[config.mk]
export PLATFORM = sky130hd
export DESIGN_NAME = nvi_core
export DESIGN_NICKNAME = d
export VERILOG_FILES = /design/src/rtl/nvi_pkg.sv /design/src/rtl/nvi_arbiter.sv /design/src/rtl/nvi_core.sv /design/src/rtl/nvi_edge_latch.sv
export SDC_FILE = /design/constraint.sdc
export NUM_CORES = 1
export LEC_CHECK = 0
export ABC_AREA = 0
export BUFFER_PORTS_ARGS = -buffer_cell sky130_fd_sc_hd__buf_2
export CORE_AREA = 2 2 256 258
export CTS_CLUSTER_DIAMETER = 40
export CTS_CLUSTER_SIZE = 40
export DETAILED_ROUTE_END_ITERATION = 6
export DIE_AREA = 0 0 258 260
export HOLD_SLACK_MARGIN = 0.02
export SYNTH_ARGS = -nofsm -noshare
export SYNTH_HDL_FRONTEND = slang
export SYNTH_SLANG_ARGS = --single-unit
[constraint.sdc]
create_clock -name mclk -period 9.7 [get_ports mclk]
set_input_delay 0.485 -clock mclk [delete_from_list [all_inputs] [get_ports mclk]]
set_output_delay 0.485 -clock mclk [all_outputs]
set_load 0.01 [all_outputs]
[src/rtl/nvi_pkg.sv]
// Purpose: Shared constants and carriers for the vectored interrupt unit
// Assumes: 32 request lines, 8-bit priority fields packed four to a word
// Notes:   Vector table base is fixed at zero
package nvi_pkg;
    localparam int          NUM_IRQ       = 32;
    localparam int          PRIO_W        = 8;
    localparam int          PRIO_PER_WORD = 4;
    localparam int          PRIO_WORDS    = NUM_IRQ / PRIO_PER_WORD;
    localparam int          IDX_W         = 5;
    localparam int          EXT_VEC_BASE  = 16;
    localparam logic [31:0] VTOR_BASE     = 32'h0000_0000;
    localparam logic [31:0] MSP_ENTRY_OFS = 32'h0000_0000;
    localparam logic [31:0] RST_ZERO32    = 32'h0000_0000;
    localparam logic [7:0]  RST_PRIO      = 8'h00;
    localparam int          PRIO_USED_MSB = 7;
    localparam int          PRIO_USED_LSB = 6;

    // Per-line write-one strobes from software
    typedef struct packed {
        logic [31:0] setEnable;
        logic [31:0] clrEnable;
        logic [31:0] setPend;
        logic [31:0] clrPend;
    } nvi_w1_t;

    // Priority word write
    typedef struct packed {
        logic        wrEn;
        logic [2:0]  wordIdx;
        logic [3:0]  byteEn;
        logic [31:0] wrData;
    } nvi_prio_wr_t;

    // Activation request to the core
    typedef struct packed {
        logic        valid;
        logic [4:0]  irq;
        logic [7:0]  vecNum;
        logic [31:0] vecAddr;
    } nvi_take_t;
endpackage
[src/rtl/nvi_arbiter.sv]
// Purpose: Pick the highest-priority enabled pending line
// Assumes: Lower field value means more urgent, ties to lower index
// Notes:   Only the top two priority bits count, giving four levels
`timescale 1ns/1ns
`default_nettype none
module nvi_arbiter (
    input  wire logic [31:0]  cand,
    input  wire logic [255:0] prioFlat,
    output logic              found,
    output logic [4:0]        winIdx
);
    logic [1:0] bestLvl;
    logic [1:0] lvl;

    // Linear scan keeping the first best level
    always_comb begin
        found   = 1'b0;
        winIdx  = 5'h00;
        bestLvl = 2'h3;
        lvl     = 2'h0;
        for (int i = 0; i < nvi_pkg::NUM_IRQ; i++) begin
            lvl = prioFlat[i*nvi_pkg::PRIO_W + nvi_pkg::PRIO_USED_LSB +: 2];
            if (cand[i] && (!found || lvl < bestLvl)) begin
                found   = 1'b1;
                bestLvl = lvl;
                winIdx  = 5'(i);
            end
        end
    end
endmodule
`default_nettype wire

[src/rtl/nvi_core.sv]
// Purpose: Enable, pending, active and priority state of the interrupt unit
// Assumes: Core acknowledges activation and signals exception return per line
// Notes:   Vector addresses are formed from the fixed table base
// Contract
// - Set-enable and clear-enable write ones; zeros ignored; both read enable state
// - Request on a disabled line pends it but does not activate it; requests are ignored while the line is active
// - Active line stays active when disabled until reset or exception return
// - Disabled line never starts a new activation
// - Set-pending and clear-pending write ones; both read pending state
// - Clear-pending leaves an active line active
// - Each line has an 8-bit priority, four per 32-bit word
// - Table entry zero supplies the initial main stack pointer
// - Other entries hold handler addresses indexed by vector number
// - Enable, pending and priority state reachable as control space
// - Thirty-two request inputs with four priority levels each
// - Vector table base fixed at zero, no relocation
// - Accepted interrupt fetches its handler address from the table
`timescale 1ns/1ns
`default_nettype none
module nvi_core (
    input  wire logic                 mclk,
    input  wire logic                 srst,
    input  wire logic [31:0]          irqReq,
    input  wire nvi_pkg::nvi_w1_t     w1Strobe,
    input  wire nvi_pkg::nvi_prio_wr_t prioWr,
    input  wire logic                 takeAck,
    input  wire logic [31:0]          excReturn,
    output logic [31:0]               enableState,
    output logic [31:0]               pendState,
    output logic [31:0]               activeState,
    output logic [255:0]              prioState,
    output nvi_pkg::nvi_take_t        takeReq,
    output logic [31:0]               mainStackPtrAddr
);
    logic [31:0]  enableReg;
    logic [31:0]  enableNext;
    logic [31:0]  pendReg;
    logic [31:0]  pendNext;
    logic [31:0]  activeReg;
    logic [31:0]  activeNext;
    logic [255:0] prioReg;
    logic [255:0] prioNext;
    logic [31:0]  hwPend;
    logic [31:0]  cand;
    logic         found;
    logic [4:0]   winIdx;
    nvi_pkg::nvi_take_t takeReg;
    nvi_pkg::nvi_take_t takeNext;

    // Vector table address of an entry number
    function automatic logic [31:0] vec_addr(input logic [7:0] num);
        vec_addr = nvi_pkg::VTOR_BASE + {22'h000000, num, 2'h0};
    endfunction

    // Per-line request capture
    genvar g;
    generate
        for (g = 0; g < nvi_pkg::NUM_IRQ; g++) begin : gLine
            nvi_edge_latch nvi_edge_latch_i (
                .mclk    (mclk),
                .srst    (srst),
                .reqIn   (irqReq[g]),
                .pendSet (hwPend[g])
            );
        end
    endgenerate

    // Only enabled, pending, idle lines compete; an outstanding offer does not mask them
    assign cand = enableReg & pendReg & ~activeReg;

    nvi_arbiter nvi_arbiter_i (
        .cand     (cand),
        .prioFlat (prioReg),
        .found    (found),
        .winIdx   (winIdx)
    );

    // Enable bits: set wins over clear
    always_comb begin
        enableNext = (enableReg & ~w1Strobe.clrEnable) | w1Strobe.setEnable;
    end

    // Pending, active and offer state
    always_comb begin
        pendNext   = pendReg;
        activeNext = activeReg;
        takeNext   = takeReg;
        // Exception return is the only way out of active, besides reset
        activeNext = activeNext & ~excReturn;
        // Clear-pending touches pending only, never active
        pendNext   = pendNext & ~w1Strobe.clrPend;
        // Software sets, and hardware sets on lines not active, win over clear, regardless of enable
        pendNext   = pendNext | w1Strobe.setPend | (hwPend & ~activeReg);
        // A stale acknowledge on a line disabled meanwhile never activates it
        if (takeReg.valid && takeAck && enableReg[takeReg.irq]) begin
            activeNext[takeReg.irq] = 1'b1;
            pendNext[takeReg.irq]   = w1Strobe.setPend[takeReg.irq];
            takeNext.valid          = 1'b0;
        end else if (!takeReg.valid && found) begin
            takeNext.valid   = 1'b1;
            takeNext.irq     = winIdx;
            takeNext.vecNum  = 8'(nvi_pkg::EXT_VEC_BASE) + {3'h0, winIdx};
            takeNext.vecAddr = vec_addr(8'(nvi_pkg::EXT_VEC_BASE) + {3'h0, winIdx});
        end
        // Withdraw offer if the line got disabled before acceptance
        if (takeReg.valid && !enableReg[takeReg.irq]) begin
            takeNext.valid = 1'b0;
        end
    end

    // Priority fields with byte lanes
    always_comb begin
        prioNext = prioReg;
        if (prioWr.wrEn) begin
            for (int b = 0; b < nvi_pkg::PRIO_PER_WORD; b++) begin
                if (prioWr.byteEn[b]) begin
                    prioNext[(32*prioWr.wordIdx) + 8*b +: 8] = prioWr.wrData[8*b +: 8];
                end
            end
        end
    end

    always_ff @(posedge mclk) begin
        if (srst) begin
            enableReg <= nvi_pkg::RST_ZERO32;
            pendReg   <= nvi_pkg::RST_ZERO32;
            activeReg <= nvi_pkg::RST_ZERO32;
            prioReg   <= {nvi_pkg::NUM_IRQ{nvi_pkg::RST_PRIO}};
            takeReg   <= '0;
        end else begin
            enableReg <= enableNext;
            pendReg   <= pendNext;
            activeReg <= activeNext;
            prioReg   <= prioNext;
            takeReg   <= takeNext;
        end
    end

    // State readback for the control space
    assign enableState      = enableReg;
    assign pendState        = pendReg;
    assign activeState      = activeReg;
    assign prioState        = prioReg;
    assign takeReq          = takeReg;
    assign mainStackPtrAddr = nvi_pkg::VTOR_BASE + nvi_pkg::MSP_ENTRY_OFS;
endmodule
`default_nettype wire

[src/rtl/nvi_edge_latch.sv]
// Purpose: Request line capture for one interrupt input
// Assumes: Request lines are synchronous to mclk
// Notes:   Level lines re-pend while held; pulses pend on the rising edge
`timescale 1ns/1ns
`default_nettype none
module nvi_edge_latch (
    input  wire logic mclk,
    input  wire logic srst,
    input  wire logic reqIn,
    output logic      pendSet
);
    logic lastReg;
    logic lastNext;

    // Track previous level
    always_comb begin
        lastNext = reqIn;
    end

    always_ff @(posedge mclk) begin
        if (srst) begin
            lastReg <= 1'b0;
        end else begin
            lastReg <= lastNext;
        end
    end

    // Pends whenever the request is high; lastReg drops out, so a held level pends every cycle
    assign pendSet = reqIn & (~lastReg | reqIn);
endmodule
`default_nettype wire

Yosys cells after proc, flatten, opt, wreduce, memory -nomap -nowiden:

Index checks and enable logic that the tools add are counted.

* flip-flop bits (word level): 398
* input bits: 235
* output and inout bits: 430
* word-level logic and storage cells: 415

* add/sub/neg operators: 8
* magnitude comparators: 33
* shift operators: 8
* muxes and demuxes: 114
* bitwise operators: 111
* reduce and logical (&&, ||, !) cells: 102

Operators with widths (count)
* 256-bit 2-to-1 mux: 7
* 256-bit bitwise mux: 4
* 8-bit by 34-bit variable shift with 256-bit output (first input constant): 4
* 8-bit by 34-bit variable part select with 256-bit output: 4
* 32-bit bitwise AND: 6
* 32-bit NOT: 4
* 32-bit bitwise OR: 4
* 9-bit negator with 34-bit output: 3
* 5-bit 2-to-1 mux: 16
* 2-bit 2-to-1 mux: 33
* 32-bit 2-to-1 mux: 2
* 2-bit < comparator: 31
* 1-bit logical AND: 36
* 1-bit 2-to-1 mux: 36
* 8-bit negator with 34-bit output: 1
* 1-bit zero test: 33
* 1-bit NOT: 33
* 1-bit bitwise AND: 32
* 32-bit bitwise mux: 1
* 4-bit 2-to-1 mux: 8
* 1-bit bitwise OR: 32
* 1-bit logical OR: 31
* 8-bit by 5-bit adder with 9-bit output (second input constant): 2
* 3-bit 2-to-1 mux: 4
* other kinds (8): 9

Logic depth before layout (Yosys ltp):

Gate-level depths: netlist of the first run.

* depth in word-level cells: 129
* mapped depth: 24
* depth with buffers taken out: 21

By module:

From an unflattened synthesis of the first run, not the netlist that was laid out.

* cells, all modules: 2466
* area, all modules: 18504.0 µm²

Modules (own cells, without submodules)
* nvi_core: instances 1, cells each 1904, area an instance 15208.3 µm², sequential area each 7186.9 µm²
* nvi_arbiter: instances 1, cells each 530, area an instance 3175.5 µm², sequential area each 0.0 µm²
* nvi_edge_latch: instances 32, cells each 1, area an instance 3.8 µm², sequential area each 0.0 µm²

Least setup slack after synthesis of the first run:

No wires, ideal clock.

* path kind: register to register
* start point: register activeReg[1], in the netlist activeState[1]
* end point: register takeReg (netlist bit takeReq[36])
* library setup time: 0.117 ns
* arrival time: 5.582 ns
* data required time: 9.583 ns
* path slack: 4.001 ns
* cell stages (with the launch flop): 23
* path buffers: 2
* clock period less this slack: 5.699 ns
* cells stage by stage: dfxtp_1 -> and4bb_4 -> or2_1 -> buf_2 -> or3_1 -> buf_2 -> or4_4 -> or3_4 -> or3_4 -> or3_4 -> o21bai_4 -> o21bai_4 -> o21bai_4 -> o21bai_4 -> a21o_1 -> o21bai_4 -> a21o_1 -> or3_4 -> o211ai_2 -> a21oi_1 -> and2_4 -> and4_4 -> a32o_1

* longest elaborated chain between the ends: 126
* elaborated cells on any way between the ends: 218
* classes of those cells: add/sub: 1; order compare: 30; mux: 92; bitwise: 2; reduce/logical: 93

Ends and longest elaborated chain
* start: declaration: line nvi_core.sv:39 `logic [31:0] activeReg;`
* start signal: assignment: line nvi_core.sv:127 `activeReg <= nvi_pkg::RST_ZERO32;`
* start signal: assignment: line nvi_core.sv:133 `activeReg <= activeNext;`
* 32-bit NOT (*): line nvi_core.sv:69 `assign cand = enableReg & pendReg & ~activeReg;`
* 32-bit bitwise AND (*): line nvi_core.sv:69
* 1-bit logical AND (*): line nvi_arbiter.sv:23 `if (cand[i] && (!found || lvl < bestLvl)) begin`
* parallel branches: the longest is 123 deep, another holds 2-bit < comparator
* end signal: assignment: line nvi_core.sv:135 `takeReg <= takeNext;`
* end: declaration: line nvi_core.sv:47 `nvi_pkg::nvi_take_t takeReg;`

Mark *: on every way between the ends.
A chain may end at the register's enable or synchronous reset.

Final worst setup path of the first run:

* start point: register activeReg[1], in the netlist activeState[1]
* end point: register takeReg (netlist bit takeReq[43])

* longest elaborated chain between the ends: 126
* elaborated cells on any way between the ends: 210
* classes of those cells: order compare: 30; mux: 85; bitwise: 2; reduce/logical: 93

Ends and longest elaborated chain
* 32-bit NOT (*): line nvi_core.sv:69
* 32-bit bitwise AND (*): line nvi_core.sv:69
* 1-bit logical AND (*): line nvi_arbiter.sv:23
* 2-bit 2-to-1 mux / 1-bit 2-to-1 mux (equally long branches): line nvi_arbiter.sv:23
* 2-bit < comparator / 1-bit zero test (equally long branches): line nvi_arbiter.sv:23
* 1-bit logical OR: line nvi_arbiter.sv:23
* 1-bit logical AND: line nvi_arbiter.sv:23
* 2-bit 2-to-1 mux / 1-bit 2-to-1 mux (equally long branches): line nvi_arbiter.sv:23
* [110 not listed]
* 1-bit logical AND: line nvi_arbiter.sv:23
* 2-bit 2-to-1 mux / 1-bit 2-to-1 mux (equally long branches): line nvi_arbiter.sv:23
* 2-bit < comparator / 1-bit zero test (equally long branches): line nvi_arbiter.sv:23
* 1-bit logical OR: line nvi_arbiter.sv:23
* 1-bit logical AND: line nvi_arbiter.sv:23
* 1-bit 2-to-1 mux: line nvi_arbiter.sv:23
* 1-bit logical AND: line nvi_core.sv:99 `end else if (!takeReg.valid && found) begin`
* 2-bit AND reduction (no source line)

Every way passes the cells marked *; elsewhere a longest branch is shown, timed or not.

==> impl_summary.md, run 1 <==
Worst setup path
The category of the worst setup path launch point is a flop. In this run the critical register-to-register path is launched from activeState[1]. The critical path is of the reg -> reg type. The critical-path maximum fanout is 18. The critical path required time is 10.18 ns. The kind of end point of the critical path is a flop. The logic depth of the worst register-to-register path is 21. In this run the critical register-to-register path is captured at takeReq[43].

The internal reg-to-reg setup slack is 3.23 ns. For the worst setup path, the data arrival time is 6.95 ns.

CTS
Buffers added to address setup during post-CTS repair amount to 0. The root buffer cell is clkbuf_16. The post-cts hold buffer count is 0.

TritonCTS created 67 clock buffers. In this run, post-CTS repair resized a total of 0 instances. The clock tree from TritonCTS is yes. In this run the number of H-tree levels came out at 3. The clock transition at the registers of the reported paths is 0.05 ns. The clock reaches the later pin of the worst-skew pair after slightly above 0.6 ns. The buffer depth of the longest clock path is 3. The number of clock sinks is 359.

Die
The initialized floorplan defines 93 standard-cell rows. The I/O pin count is ~670. After floorplanning, the core was sized to cover 64120 um2. The x dimension of the die is 258 um. For this configuration, the core starts out at a cell density of 0.2805.

The floorplan die area is 67080 um2. The floorplan step set the die height to 260 um.

Synth
The flip-flop and latch count after synthesis is between 300 and 400. In this run, distinct cell masters in the synthesized netlist total 86. For this run, the number of Yosys warnings is 0. The count of flip-flops with a built-in enable after synthesis is 0. Counting every instance in the synthesized netlist gives between 2000 and 2500. Of the synthesized area, sequential elements account for 0.3996. The fraction of registers with async set or reset after synthesis is 0. Averaged over all synthesized cells, the footprint is 7.543 um2. The combined area of all synthesized cells is 17980 um2. The most used flip-flop cell after synthesis is dfxtp_1.

Routing
After detailed routing, the number of remaining DRC violations is 0. The number of vias per cell is a little over 5. The overall via count from detail_route is 19651.

For this run, the detailed router's first-pass iteration total came to 5. After the first detailed-routing iteration, the DRC count stood at 1454. The count of nets left with antenna violations once routing finished came out at 0. The total wire length after detailed routing is just under 90 mm. The routed length per instance is ~23 um.

GRT
Entering global routing, the biggest net connects 144 pins. For this run, the total global-route usage over all layers was measured as 0.2483. The initial antenna violation count is 16. After global routing the overflow that remains totals 0. The via count of the first global-routing pass is around 18000. The first global-routing pass estimated 123.7 mm of wire.

Timing
For the final database, setup skew stands at around 0.027 ns. The max-slew headroom at the worst pin is 0.3126. The count of endpoints failing hold in the final timing report was 0.

The final critical-path share of the clock period is 0.6669. The transition at the pin with the smallest max-transition slack is 1.023 ns. The number of max-slew violations in the final report is 0.

Across all hold checks on the routed design, the worst slack comes to 0.08206 ns. The final sum of negative setup slack is 0 ns. For this run, the top clock speed supported by timing is 154.6 MHz.

The worst path in the final design needs a cycle of 6.469 ns, including I/O delays and setup. Setup violations remaining at the end of the flow were counted as 0. Setup repair after global routing left no endpoint under its margin. The minimum setup slack in the final design is 3.231 ns.

Final layout
The most common cell after layout, fill and taps aside is buf_2. The area growth from synthesis to layout is 32.48%. The number of nets at the end of the flow is 3177. The library cells used most frequently in the layout, excluding fill and tap cells, are 603 x buf_2, 358 x dfxtp_1, 355 x a21oi_1. The layout cell share with drive strength beyond 1 is 0.2670.

Pwr
After layout, the design draws a total of 0.004635 W. VDD sags by at most 114.1 uV. The power density of the placed cells is 194.5 nW/um2.

The reported leakage power is 10.38 nW.

Place
In this run the tool buffered the top-level ports with 604 buffer cells. Once detailed placement completed, the half-perimeter wirelength came to 69.35 mm. The pre-CTS worst setup slack is 3.331 ns. The weighted congestion at the end of routability-driven global placement is 0.9169.

Worst hold path
The launch instance of the worst min-delay path is w1Strobe[125]. The path with the worst hold slack has its endpoint at enableState[29]. In this run the worst hold path is classified as in -> reg. The depth of the worst hold-timing path is 3.

Job
The number of maximum-capacitance violations is 0.

Run status
The flow ran to the end, and the final reports show no timing, DRC or antenna violations.
-- Yosys cell counts (all sizes together), types with 3 or more instances --
cell type | number | area [um2]
nand3 | 223 | 1116
or3 | 15 | 113.9
a221oi | 21 | 183.9
o21ai | 52 | 264.0
o31ai | 8 | 60.06
a311oi | 12 | 122.6
a21boi | 5 | 37.54
inv | 130 | 488.0
o21a | 10 | 75.07
nand3b | 19 | 142.6
nand2 | 323 | 1212
a22o | 7 | 62.56
clkbuf | 119 | 446.7
maj3 | 3 | 30.03
a31o | 3 | 26.28
or4 | 4 | 33.78
a31oi | 14 | 87.58
mux2i | 16 | 160.2
a21o | 19 | 142.6
a2111oi | 3 | 26.28
nor2 | 262 | 983.4
dfxtp | 359 | 7187
buf | 79 | 565.5
nor3 | 14 | 70.07
nor2b | 20 | 125.1
nand4 | 5 | 31.28
a21oi | 355 | 1777
and3b | 6 | 52.55
o22ai | 36 | 225.2
nor3b | 5 | 37.54
o22a | 5 | 43.79
ha | 7 | 87.58
mux4 | 16 | 360.4
o32ai | 3 | 26.28
a211oi | 41 | 312.8
o21bai | 12 | 146.4
o31a | 4 | 35.03
nor4 | 4 | 25.02
nand2b | 31 | 193.9
and2 | 13 | 83.83
or2 | 21 | 131.4
o211ai | 6 | 50.05
and3 | 31 | 193.9
a22oi | 8 | 60.06
-- per-layer routing --
layer	vias to the layer above	part of all wire	track usage
li1	9342	-	-
met5	-	0	0
met4	0	0.034	0.09200
met1	9304	0.41	0.3025
met2	858	0.49	0.4317
met3	147	0.068	0.05000
-- layout make-up --
cell class,count,area [um2]
inverter,130,488.0
fill,6810,40290
clock inverter,35,500.5
multi-input combinational,1756,9563
sequential,359,7188
clock buffer,84,1822
timing repair buffer,621,3173
tap,855,1070
antenna,8,20.02
-- worst max path at each step --
stage | startpoint | end | slack [ns] | cells after the start
finish | activeState[1] | takeReq[43] | 3.23 | 21
floorplan | activeState[1] | takeReq[36] | 4.00 | 22
global placement | activeState[1] | takeReq[42] | 3.44 | 21
detailed placement | activeState[1] | takeReq[36] | 3.33 | 21
global route | activeState[1] | takeReq[44] | 2.62 | 21
CTS | activeState[1] | takeReq[43] | 3.31 | 21
-- where the power goes --
part	total (W)	switching, W	internal [W]
Clock	0.00242	0.000861	0.00156
Sequential	0.00157	0.0000562	0.00151
Combinational	0.000645	0.000416	0.000228
Total	0.00463	0.00133	0.00330
-- kinds of logic (layout without fill, tap and decap cells) --
kind of cell	Yosys count	count (layout)	share of synthesized area
and+or+nand+nor	1007	1007	0.2592
AOI/OAI and AO/OA	647	647	0.2220
DFF	359	359	0.3996
buffers and inverters	328	870	0.08342
muxes	32	32	0.02894
adders and majority gates	10	10	0.006540
other	1	68	0.0002085
-- metrics by stage --
| stage | utilization | instance area [um2] | cells |
|---|---|---|---|
| 3_3_place_gp | 0.3351 | 21480 | 3721 |
| 2_1_floorplan | - | 18210 | 2443 |
| 6_report | 0.3716 | 23820 | 3848 |
| 3_5_place_dp | 0.3351 | 21480 | 3721 |
| 5_1_grt | 0.3715 | 23820 | 3847 |
| 4_1_cts | 0.3713 | 23800 | 3840 |
-- critical path, stage by stage, from the launching register on --
cell and delay (ns):
dfxtp_1 0.43, and4bb_4 0.28, or2_1 0.30, or3_1 0.65, o31ai_1 0.60, o311ai_1 0.19
a22oi_1 0.32, o32ai_1 0.16, a311o_1 0.35, o21ai_1 0.24, a31o_2 0.23, a22o_2 0.21
a311oi_4 0.14, o21ai_1 0.27, a21oi_1 0.18, o31ai_1 0.42, a211oi_1 0.16, nor2_1 0.26
a21oi_1 0.10, o31ai_1 0.43, and4_4 0.33, a31oi_1 0.07
-- sequential cells by signal, indices dropped and copies added, names as in the netlist --
signal and cells:
enableState 32, takeReq 7, activeState 32, prioState 256
pendState 32
No activity file was read; power rests on OpenSTA's default activity.
==> run 2, diff against run 1 <==
--- a/config.mk
+++ b/config.mk
@@ -7,11 +7,11 @@
 export LEC_CHECK = 0
 export ABC_AREA = 0
 export BUFFER_PORTS_ARGS = -buffer_cell sky130_fd_sc_hd__buf_2
-export CORE_AREA = 2 2 256 258
+export CORE_AREA = 2 2 257 259
 export CTS_CLUSTER_DIAMETER = 40
 export CTS_CLUSTER_SIZE = 40
 export DETAILED_ROUTE_END_ITERATION = 6
-export DIE_AREA = 0 0 258 260
+export DIE_AREA = 0 0 259 261
 export HOLD_SLACK_MARGIN = 0.02
 export SYNTH_ARGS = -nofsm -noshare
 export SYNTH_HDL_FRONTEND = slang
==> constraint.sdc (replaced) <==
create_clock -name mclk -period 5.6 [get_ports mclk]
set_input_delay 0.28 -clock mclk [delete_from_list [all_inputs] [get_ports mclk]]
set_output_delay 0.28 -clock mclk [all_outputs]
set_load 0.01 [all_outputs]
==> run 2 against run 1 <==
Net effect: sequential share of layout area decreased by 2.5 points; combinational power increased by 98%; largest cell class unchanged; power is 79% higher; die area grew 0.77%; non-clock buffer count increased by 212; sequential power up 73%; highest routed layer is now met5; maximum frequency is 17% higher.
==> impl_summary.md, run 2 (synthesis gave the netlist of run 1 again) <==
Final layout
The area taken by flip-flops and latches was 7193 um2 (was 7188 um2). The most common cell after layout, fill and taps aside is buf_2 (unchanged). The number of flip-flops in the largest register is 256 (unchanged). The area of combinational cells with multiple inputs is 9811 um2 (was 9563 um2). The layout cell share with drive strength beyond 1 is 0.3026 (was 0.2670). The final non-filler cell total is 4085 (was 3848). The layout-stage area growth over the synthesis result came to 44.74% (was 32.48%). The final design utilization was 0.4002 (was 0.3716). Top library cells by usage in the layout, fill and taps aside: 603 x buf_2, 354 x dfxtp_1, 350 x a21oi_1 (was 603 x buf_2, 358 x dfxtp_1, 355 x a21oi_1). The number of nets at the end of the flow is 3392 (was 3177). The count of fill cells added during filler insertion is 6745 (was 6810).

Timing
The maximum operating frequency came to 180.3 MHz (was 154.6 MHz). The clock tree skew after final layout is 0.03068 ns (was 0.02709 ns). The count of endpoints failing hold in the final timing report is 0 (unchanged). The count of final setup violators came to 0 (unchanged). The worst hold slack across all endpoints was 0.03284 ns (was 0.08206 ns).

The final critical-path share of the clock period is 0.9903 (was 0.6669). The clock period minus final worst setup slack came to 5.546 ns (was 6.469 ns). The number of max-slew violations in the final report came to 0 (unchanged). The transition at the pin with the smallest max-transition slack is 1.065 ns (was 1.023 ns). The minimum setup slack in the final design is 0.05443 ns (was 3.231 ns). The max-slew headroom at the worst pin came to 0.2843 (was 0.3126). Unrepaired setup endpoints after global routing: true (was false).

Die
The I/O pin count is 665 (unchanged). The floorplan die area is 67600 um2 (was 67080 um2). The starting density of the core is 0.2765 (was 0.2805). The placeable core region is 65040 um2 (was 64120 um2). The x dimension of the die is 259 um (was 258 um). The y dimension of the die is 261 um (was 260 um).

The cell row count was 94 (was 93).

Worst setup path
The critical path required time came to 6.07 ns (was 10.18 ns). The largest incremental delay on the critical path is 0.54 ns (was 0.65 ns). The startpoint-to-endpoint class of the critical path is reg -> reg (unchanged). The category of the worst setup path launch point is a flop (unchanged).

The data arrival time of the critical path is 6.02 ns (was 6.95 ns). Cell-by-cell trace of the critical path: and4bb_4 -> or2_4 -> or3_4 -> or4_4 -> or3_4 -> or3_4 -> or3_4 -> o21bai_4 -> o21bai_4 -> o21bai_4 -> o21bai_4 -> a21o_1 -> o21bai_4 -> a21o_1 -> or3_4 -> nor2_1 -> a21oi_2 -> and2_4 -> and4_4 -> a32o_1 (was and4bb_4 -> or2_1 -> or3_1 -> o31ai_1 -> o311ai_1 -> a22oi_1 -> o32ai_1 -> a311o_1 -> o21ai_1 -> a31o_2 -> a22o_2 -> a311oi_4 -> o21ai_1 -> a21oi_1 -> o31ai_1 -> a211oi_1 -> nor2_1 -> a21oi_1 -> o31ai_1 -> and4_4 -> a31oi_1). The kind of end point of the critical path is a flop (unchanged). The slowest stage cell on the critical path is or4_4 (was or3_1). The critical-path maximum fanout is 5 (was 18).

GRT
The maximum number of pins on one net before global-route repair came to 139 (was 144). The initial antenna violation count came to 18 (was 16). The overall fraction of global-route tracks in use is 0.2569 (was 0.2483). The total grt overflow is 0 (unchanged). The first-pass GRT wire length was 128.7 mm (was 123.7 mm). The via count of the first global-routing pass is 19364 (was 18052).

Routing
The routed length per instance came to 22.49 um (was 22.81 um). The number of vias per cell came to 5.096 (was 5.107). The final antenna-violating net count is 0 (unchanged).

The count of routing violations after the opening detailed-route iteration is 1554 (was 1454). The number of remaining DRC errors is 0 (unchanged). The total iterations of the first detailed-routing run was 5 (unchanged). The total wire length after detailed routing was 91.89 mm (was 87.78 mm). The overall via count from detail_route was 20818 (was 19651).

Place
The pre-CTS worst setup slack was -0.2253 ns (was 3.331 ns). The half-perimeter wire length after placement came to 71.74 mm (was 69.35 mm). The count of input and output buffers came to 604 (unchanged). The number of cells in the design after placement is 3842 (was 3721).

The weighted congestion at the end of routability-driven global placement is 0.9241 (was 0.9169).

CTS
The clock transition at the registers of the reported paths is 0.05 ns (about the same). The root buffer cell was clkbuf_16 (unchanged). The clock tree from TritonCTS was yes (unchanged). The number of H-tree levels is 3 (unchanged).

The number of clock sinks is 359 (unchanged). The number of buffers inserted during clock tree synthesis is 69 (was 67). The buffer depth of the longest clock path is 3 (unchanged). The clock latency reported for the late side of the worst-skew pair is 0.61 ns (about the same).

Pwr
The reported leakage power is 11.47 nW (was 10.38 nW). The total power of the final layout is 0.008317 W (was 0.004635 W). The power density of the placed cells is 319.5 nW/um2 (was 194.5 nW/um2). The largest vdd supply drop is 214.6 uV (was 114.1 uV).

Job
The number of maximum-capacitance violations is 0 (unchanged).

Run status
Outcome: completed (unchanged).

Worst hold path
The path type of the worst min-delay path is in -> reg (unchanged).
## run 2: power breakdown
group          leakage, nW  switching [W]  total, W  internal (W)
clock network         1.17        0.00157   0.00432       0.00275
logic                 7.38       0.000769   0.00128      0.000511
registers             2.92       0.000104   0.00272       0.00261
## run 2: routing by layer
layer	up-vias	track usage	routed length [um]
li1	9796	-	-
met1	9865	0.3142	37500
met2	993	0.4349	43770
met3	160	0.05652	6816
met4	4	0.1098	3771
met5	-	0	27
## run 2: timing repair
| action | CTS | global route |
|---|---|---|
| hold buffers | 91 | 0 |
| setup buffers | 2 | 8 |
| gates resized for setup | 14 | 44 |
| pin swaps | 3 | 32 |
| hold endpoints to repair | 69 | 0 |
| setup endpoints to repair | 6 | 6 |
| gates cloned | 0 | 1 |
## run 2: cell type report
cell class                 instances  share of cell area
timing repair buffer             833              0.1919
tap                              864             0.04153
clock buffer                      87             0.07321
clock inverter                    40             0.01985
antenna                           15            0.001442
multi-input combinational       1757              0.3769
inverter                         130             0.01875
sequential                       359              0.2764
## run 2: worst max-delay path: cells and delay by family, from the launching register on
family | cells | cell delay [ns]
simple gates | 11 | 3.57
flops | 1 | 0.33
compound gates | 9 | 1.52
## run 2: through the flow
stage / instance area (um2) / TNS, ns
2_1_floorplan: 18210 / 0
5_1_grt: 26010 / -0.5387
4_1_cts: 25750 / -0.004682
6_report: 26030 / 0
3_3_place_gp: 22340 / -0.3221
3_5_place_dp: 22340 / -0.6190
## run 2: path summary, 6_finish.rpt
kind | startpoint | to | slack, ns | cells past startpoint
min reg2reg | prioState[93] | prioState[93] | 0.45 | 2
max | activeState[1] | takeReq[36] | 0.05 | 20
min | w1Strobe[97] | enableState[1] | 0.03 | 3
max reg2reg | activeState[1] | takeReq[36] | 0.05 | 20
==> run 3, diff against run 2 <==
--- a/config.mk
+++ b/config.mk
@@ -7,12 +7,14 @@
 export LEC_CHECK = 0
 export ABC_AREA = 0
 export BUFFER_PORTS_ARGS = -buffer_cell sky130_fd_sc_hd__buf_2
+export CAP_MARGIN = 20
 export CORE_AREA = 2 2 257 259
 export CTS_CLUSTER_DIAMETER = 40
 export CTS_CLUSTER_SIZE = 40
 export DETAILED_ROUTE_END_ITERATION = 6
 export DIE_AREA = 0 0 259 261
 export HOLD_SLACK_MARGIN = 0.02
+export RECOVER_POWER = 50
 export SYNTH_ARGS = -nofsm -noshare
 export SYNTH_HDL_FRONTEND = slang
 export SYNTH_SLANG_ARGS = --single-unit
==> constraint.sdc (replaced) <==
create_clock -name mclk -period 5.6 [get_ports mclk]
set_input_delay 0.56 -clock mclk [delete_from_list [all_inputs] [get_ports mclk]]
set_output_delay 0.56 -clock mclk [all_outputs]
set_load 0.01 [all_outputs]
==> run 3 against run 2 <==
Net effect: the run now ends with capacitance limit, slew limit left; via count fell by 2.1%; clock power rose by 0.9%; critical path depth up 1; critical endpoint is now takeReq[44]; largest power group unchanged.
==> impl_summary.md, run 3 (synthesis gave the netlist of run 1 again) <==
Place
The weighted congestion at the end of routability-driven global placement is 0.9335 (was 0.9241). The pre-CTS worst setup slack was -0.2263 ns (was -0.2253 ns). The count of input and output buffers came to 604 (unchanged).

The post-detailed-placement cell area is 22360 um2 (was 22340 um2). The half-perimeter wire length after placement is 71.68 mm (was 71.74 mm). The number of cells in the design after placement is 3845 (was 3842).

Die
The I/O pin count is 665 (unchanged). The starting density of the core is 0.2765 (unchanged). The x dimension of the die was 259 um (unchanged).

The placeable core region is 65040 um2 (unchanged). The y dimension of the die is 261 um (unchanged). The cell row count was 94 (unchanged). The floorplan die area is 67600 um2 (unchanged).

Timing
The transition at the pin with the smallest max-transition slack is 4.607 ns (was 1.065 ns). The count of final setup violators is 0 (unchanged). The clock tree skew after final layout was 0.03517 ns (was 0.03068 ns). The minimum setup slack in the final design is 0.05964 ns (was 0.05443 ns). The worst hold slack across all endpoints is 0.1707 ns (was 0.03284 ns). Unrepaired setup endpoints after global routing: true (unchanged). The final critical-path share of the clock period is 0.9894 (was 0.9903). The maximum operating frequency came to 180.5 MHz (was 180.3 MHz).

The number of max-slew violations in the final report is 113 (was 0). The count of endpoints failing hold in the final timing report was 0 (unchanged). The max-slew headroom at the worst pin is -2.071 (was 0.2843). The clock period minus final worst setup slack came to 5.540 ns (was 5.546 ns).

The final sum of negative setup slack is 0 ns (unchanged).

CTS
The clock transition at the registers of the reported paths is 0.05 ns (about the same). The clock latency reported for the late side of the worst-skew pair was 0.61 ns (about the same). The number of clock sinks was 359 (unchanged).

The root buffer cell was clkbuf_16 (unchanged). The buffer depth of the longest clock path is 3 (unchanged). The number of H-tree levels was 3 (unchanged).

The clock tree from TritonCTS is yes (unchanged). The number of buffers inserted during clock tree synthesis is 70 (was 69). The post-cts hold buffer count is 0 (was 91).

Run status
The checks that failed: capacitance limit, slew limit. Outcome: finished, violations left (was completed).

Worst setup path
The startpoint-to-endpoint class of the critical path was reg -> reg (unchanged). The data arrival time of the critical path is 6.00 ns (was 6.02 ns). The category of the worst setup path launch point is a flop (unchanged).

The critical path required time is 6.06 ns (was 6.07 ns). The kind of end point of the critical path is a flop (unchanged). The critical-path maximum fanout is 6 (was 5).

Routing
The count of routing violations after the opening detailed-route iteration is 1480 (was 1554). The number of vias per cell is 5.097 (was 5.096). The overall via count from detail_route is 20381 (was 20818).

The routed length per instance is 22.86 um (was 22.49 um). The final antenna-violating net count was 0 (unchanged). The number of remaining DRC errors came to 0 (unchanged). The total wire length after detailed routing is 91.40 mm (was 91.89 mm).

The total iterations of the first detailed-routing run was 6 (was 5).

GRT
The maximum number of pins on one net before global-route repair was 126 (was 139). The total grt overflow is 0 (unchanged). The via count of the first global-routing pass is 18877 (was 19364).

The overall fraction of global-route tracks in use is 0.2552 (was 0.2569). The initial antenna violation count is 21 (was 18). The first-pass GRT wire length is 126.8 mm (was 128.7 mm).

Final layout
The layout cell share with drive strength beyond 1 was 0.2226 (was 0.3026). The final instance area is 24900 um2 (was 26030 um2). Top library cells by usage in the layout, fill and taps aside: 354 x dfxtp_1, 346 x a21oi_1, 323 x nand2_1 (was 603 x buf_2, 354 x dfxtp_1, 350 x a21oi_1). The most common cell after layout, fill and taps aside is dfxtp_1 (was buf_2).

The layout-stage area growth over the synthesis result came to 38.45% (was 44.74%). The number of nets at the end of the flow is 3308 (was 3392). The number of flip-flops in the largest register is 256 (unchanged). The final non-filler cell total is 3999 (was 4085).

Job
The number of maximum-capacitance violations came to 1 (was 0).

Pwr
The reported leakage power came to 9.894 nW (was 11.47 nW). The power density of the placed cells is 333.1 nW/um2 (was 319.5 nW/um2). The largest vdd supply drop is 251.9 uV (was 214.6 uV).

Worst hold path
The path type of the worst min-delay path is in -> reg (unchanged).
-- run 3: cell count changes in the layout (fill, tap and decap cells not counted), moves of 3 or more --
cell,previous run,this run
buf_2,603,315
a21oi_1,350,346
clkbuf_8,9,4
o21ai_1,7,4
a211oi_2,4,8
buf_4,136,128
a211oi_1,37,32
dlygate4sd3_1,91,0
clkinv_8,0,3
inv_8,4,1
clkinv_2,2,8
clkbuf_1,8,303
-- run 3: area by class of cell --
type                            instances  area (um2)
Fill cell                            7006       40140
Multi-Input combinational cell       1757        9927
Sequential cell                       359        7193
Timing Repair Buffer                  748        3732
Clock buffer                           79        1826
Tap cell                              864        1081
Clock inverter                         49       618.1
Inverter                              130       488.0
Antenna cell                           13       32.53
-- run 3: worst paths after layout --
kind / slack [ns] / cells past startpoint / endpoint / from
setup reg to reg: 0.06 / 21 / takeReq[44] / activeState[6]
hold reg to reg: 0.45 / 2 / prioState[178] / prioState[178]
setup / recovery: 0.06 / 21 / takeReq[44] / activeState[6]
hold / removal: 0.17 / 3 / enableState[28] / w1Strobe[124]
-- run 3: timing repair --
action	in CTS	in global routing
resized for setup	12	68
setup endpoints to repair	6	6
cloned	0	1
buffers inserted	1	11
pin swaps	3	33
-- run 3: per-layer routing --
metal	global-route usage	routed length, um	up-vias	share of wire
met1	0.3074	36690	9683	0.40
met5	0	63	-	0.00069
li1	-	-	9600	-
met2	0.4185	43010	898	0.47
met3	0.06707	7246	190	0.079
met4	0.1334	4389	10	0.048
-- run 3: power by group --
| group | total [W] | switching [W] | internal, W |
|---|---|---|---|
| logic | 0.00122 | 0.000757 | 0.000461 |
| clock network | 0.00436 | 0.00158 | 0.00278 |
| registers | 0.00272 | 0.000103 | 0.00261 |
| total | 0.00829 | 0.00244 | 0.00585 |
-- run 3: metrics by stage --
step,total power (W),util
2_1_floorplan,0.003437,-
3_3_place_gp,0.003948,0.3438
3_5_place_dp,0.003941,0.3438
4_1_cts,0.008325,0.3823
5_1_grt,0.008590,0.3827
6_report,0.008294,0.3828
-- run 3: critical path, stage by stage, from the launching register on --
cell and delay, ns:
dfxtp_1 0.32, nand3b_1 0.27, o22ai_2 0.12, or4_4 0.52, or4_4 0.57, or3_4 0.36
or3_4 0.41, or3_4 0.41, o21bai_4 0.18, o21bai_4 0.18, o21bai_4 0.18, buf_4 0.14
a21o_1 0.21, nor2_2 0.19, or3_1 0.17, o31ai_2 0.08, nor2_2 0.21, a21oi_1 0.07
o31ai_1 0.30, buf_4 0.18, and4_4 0.24, a31oi_1 0.08
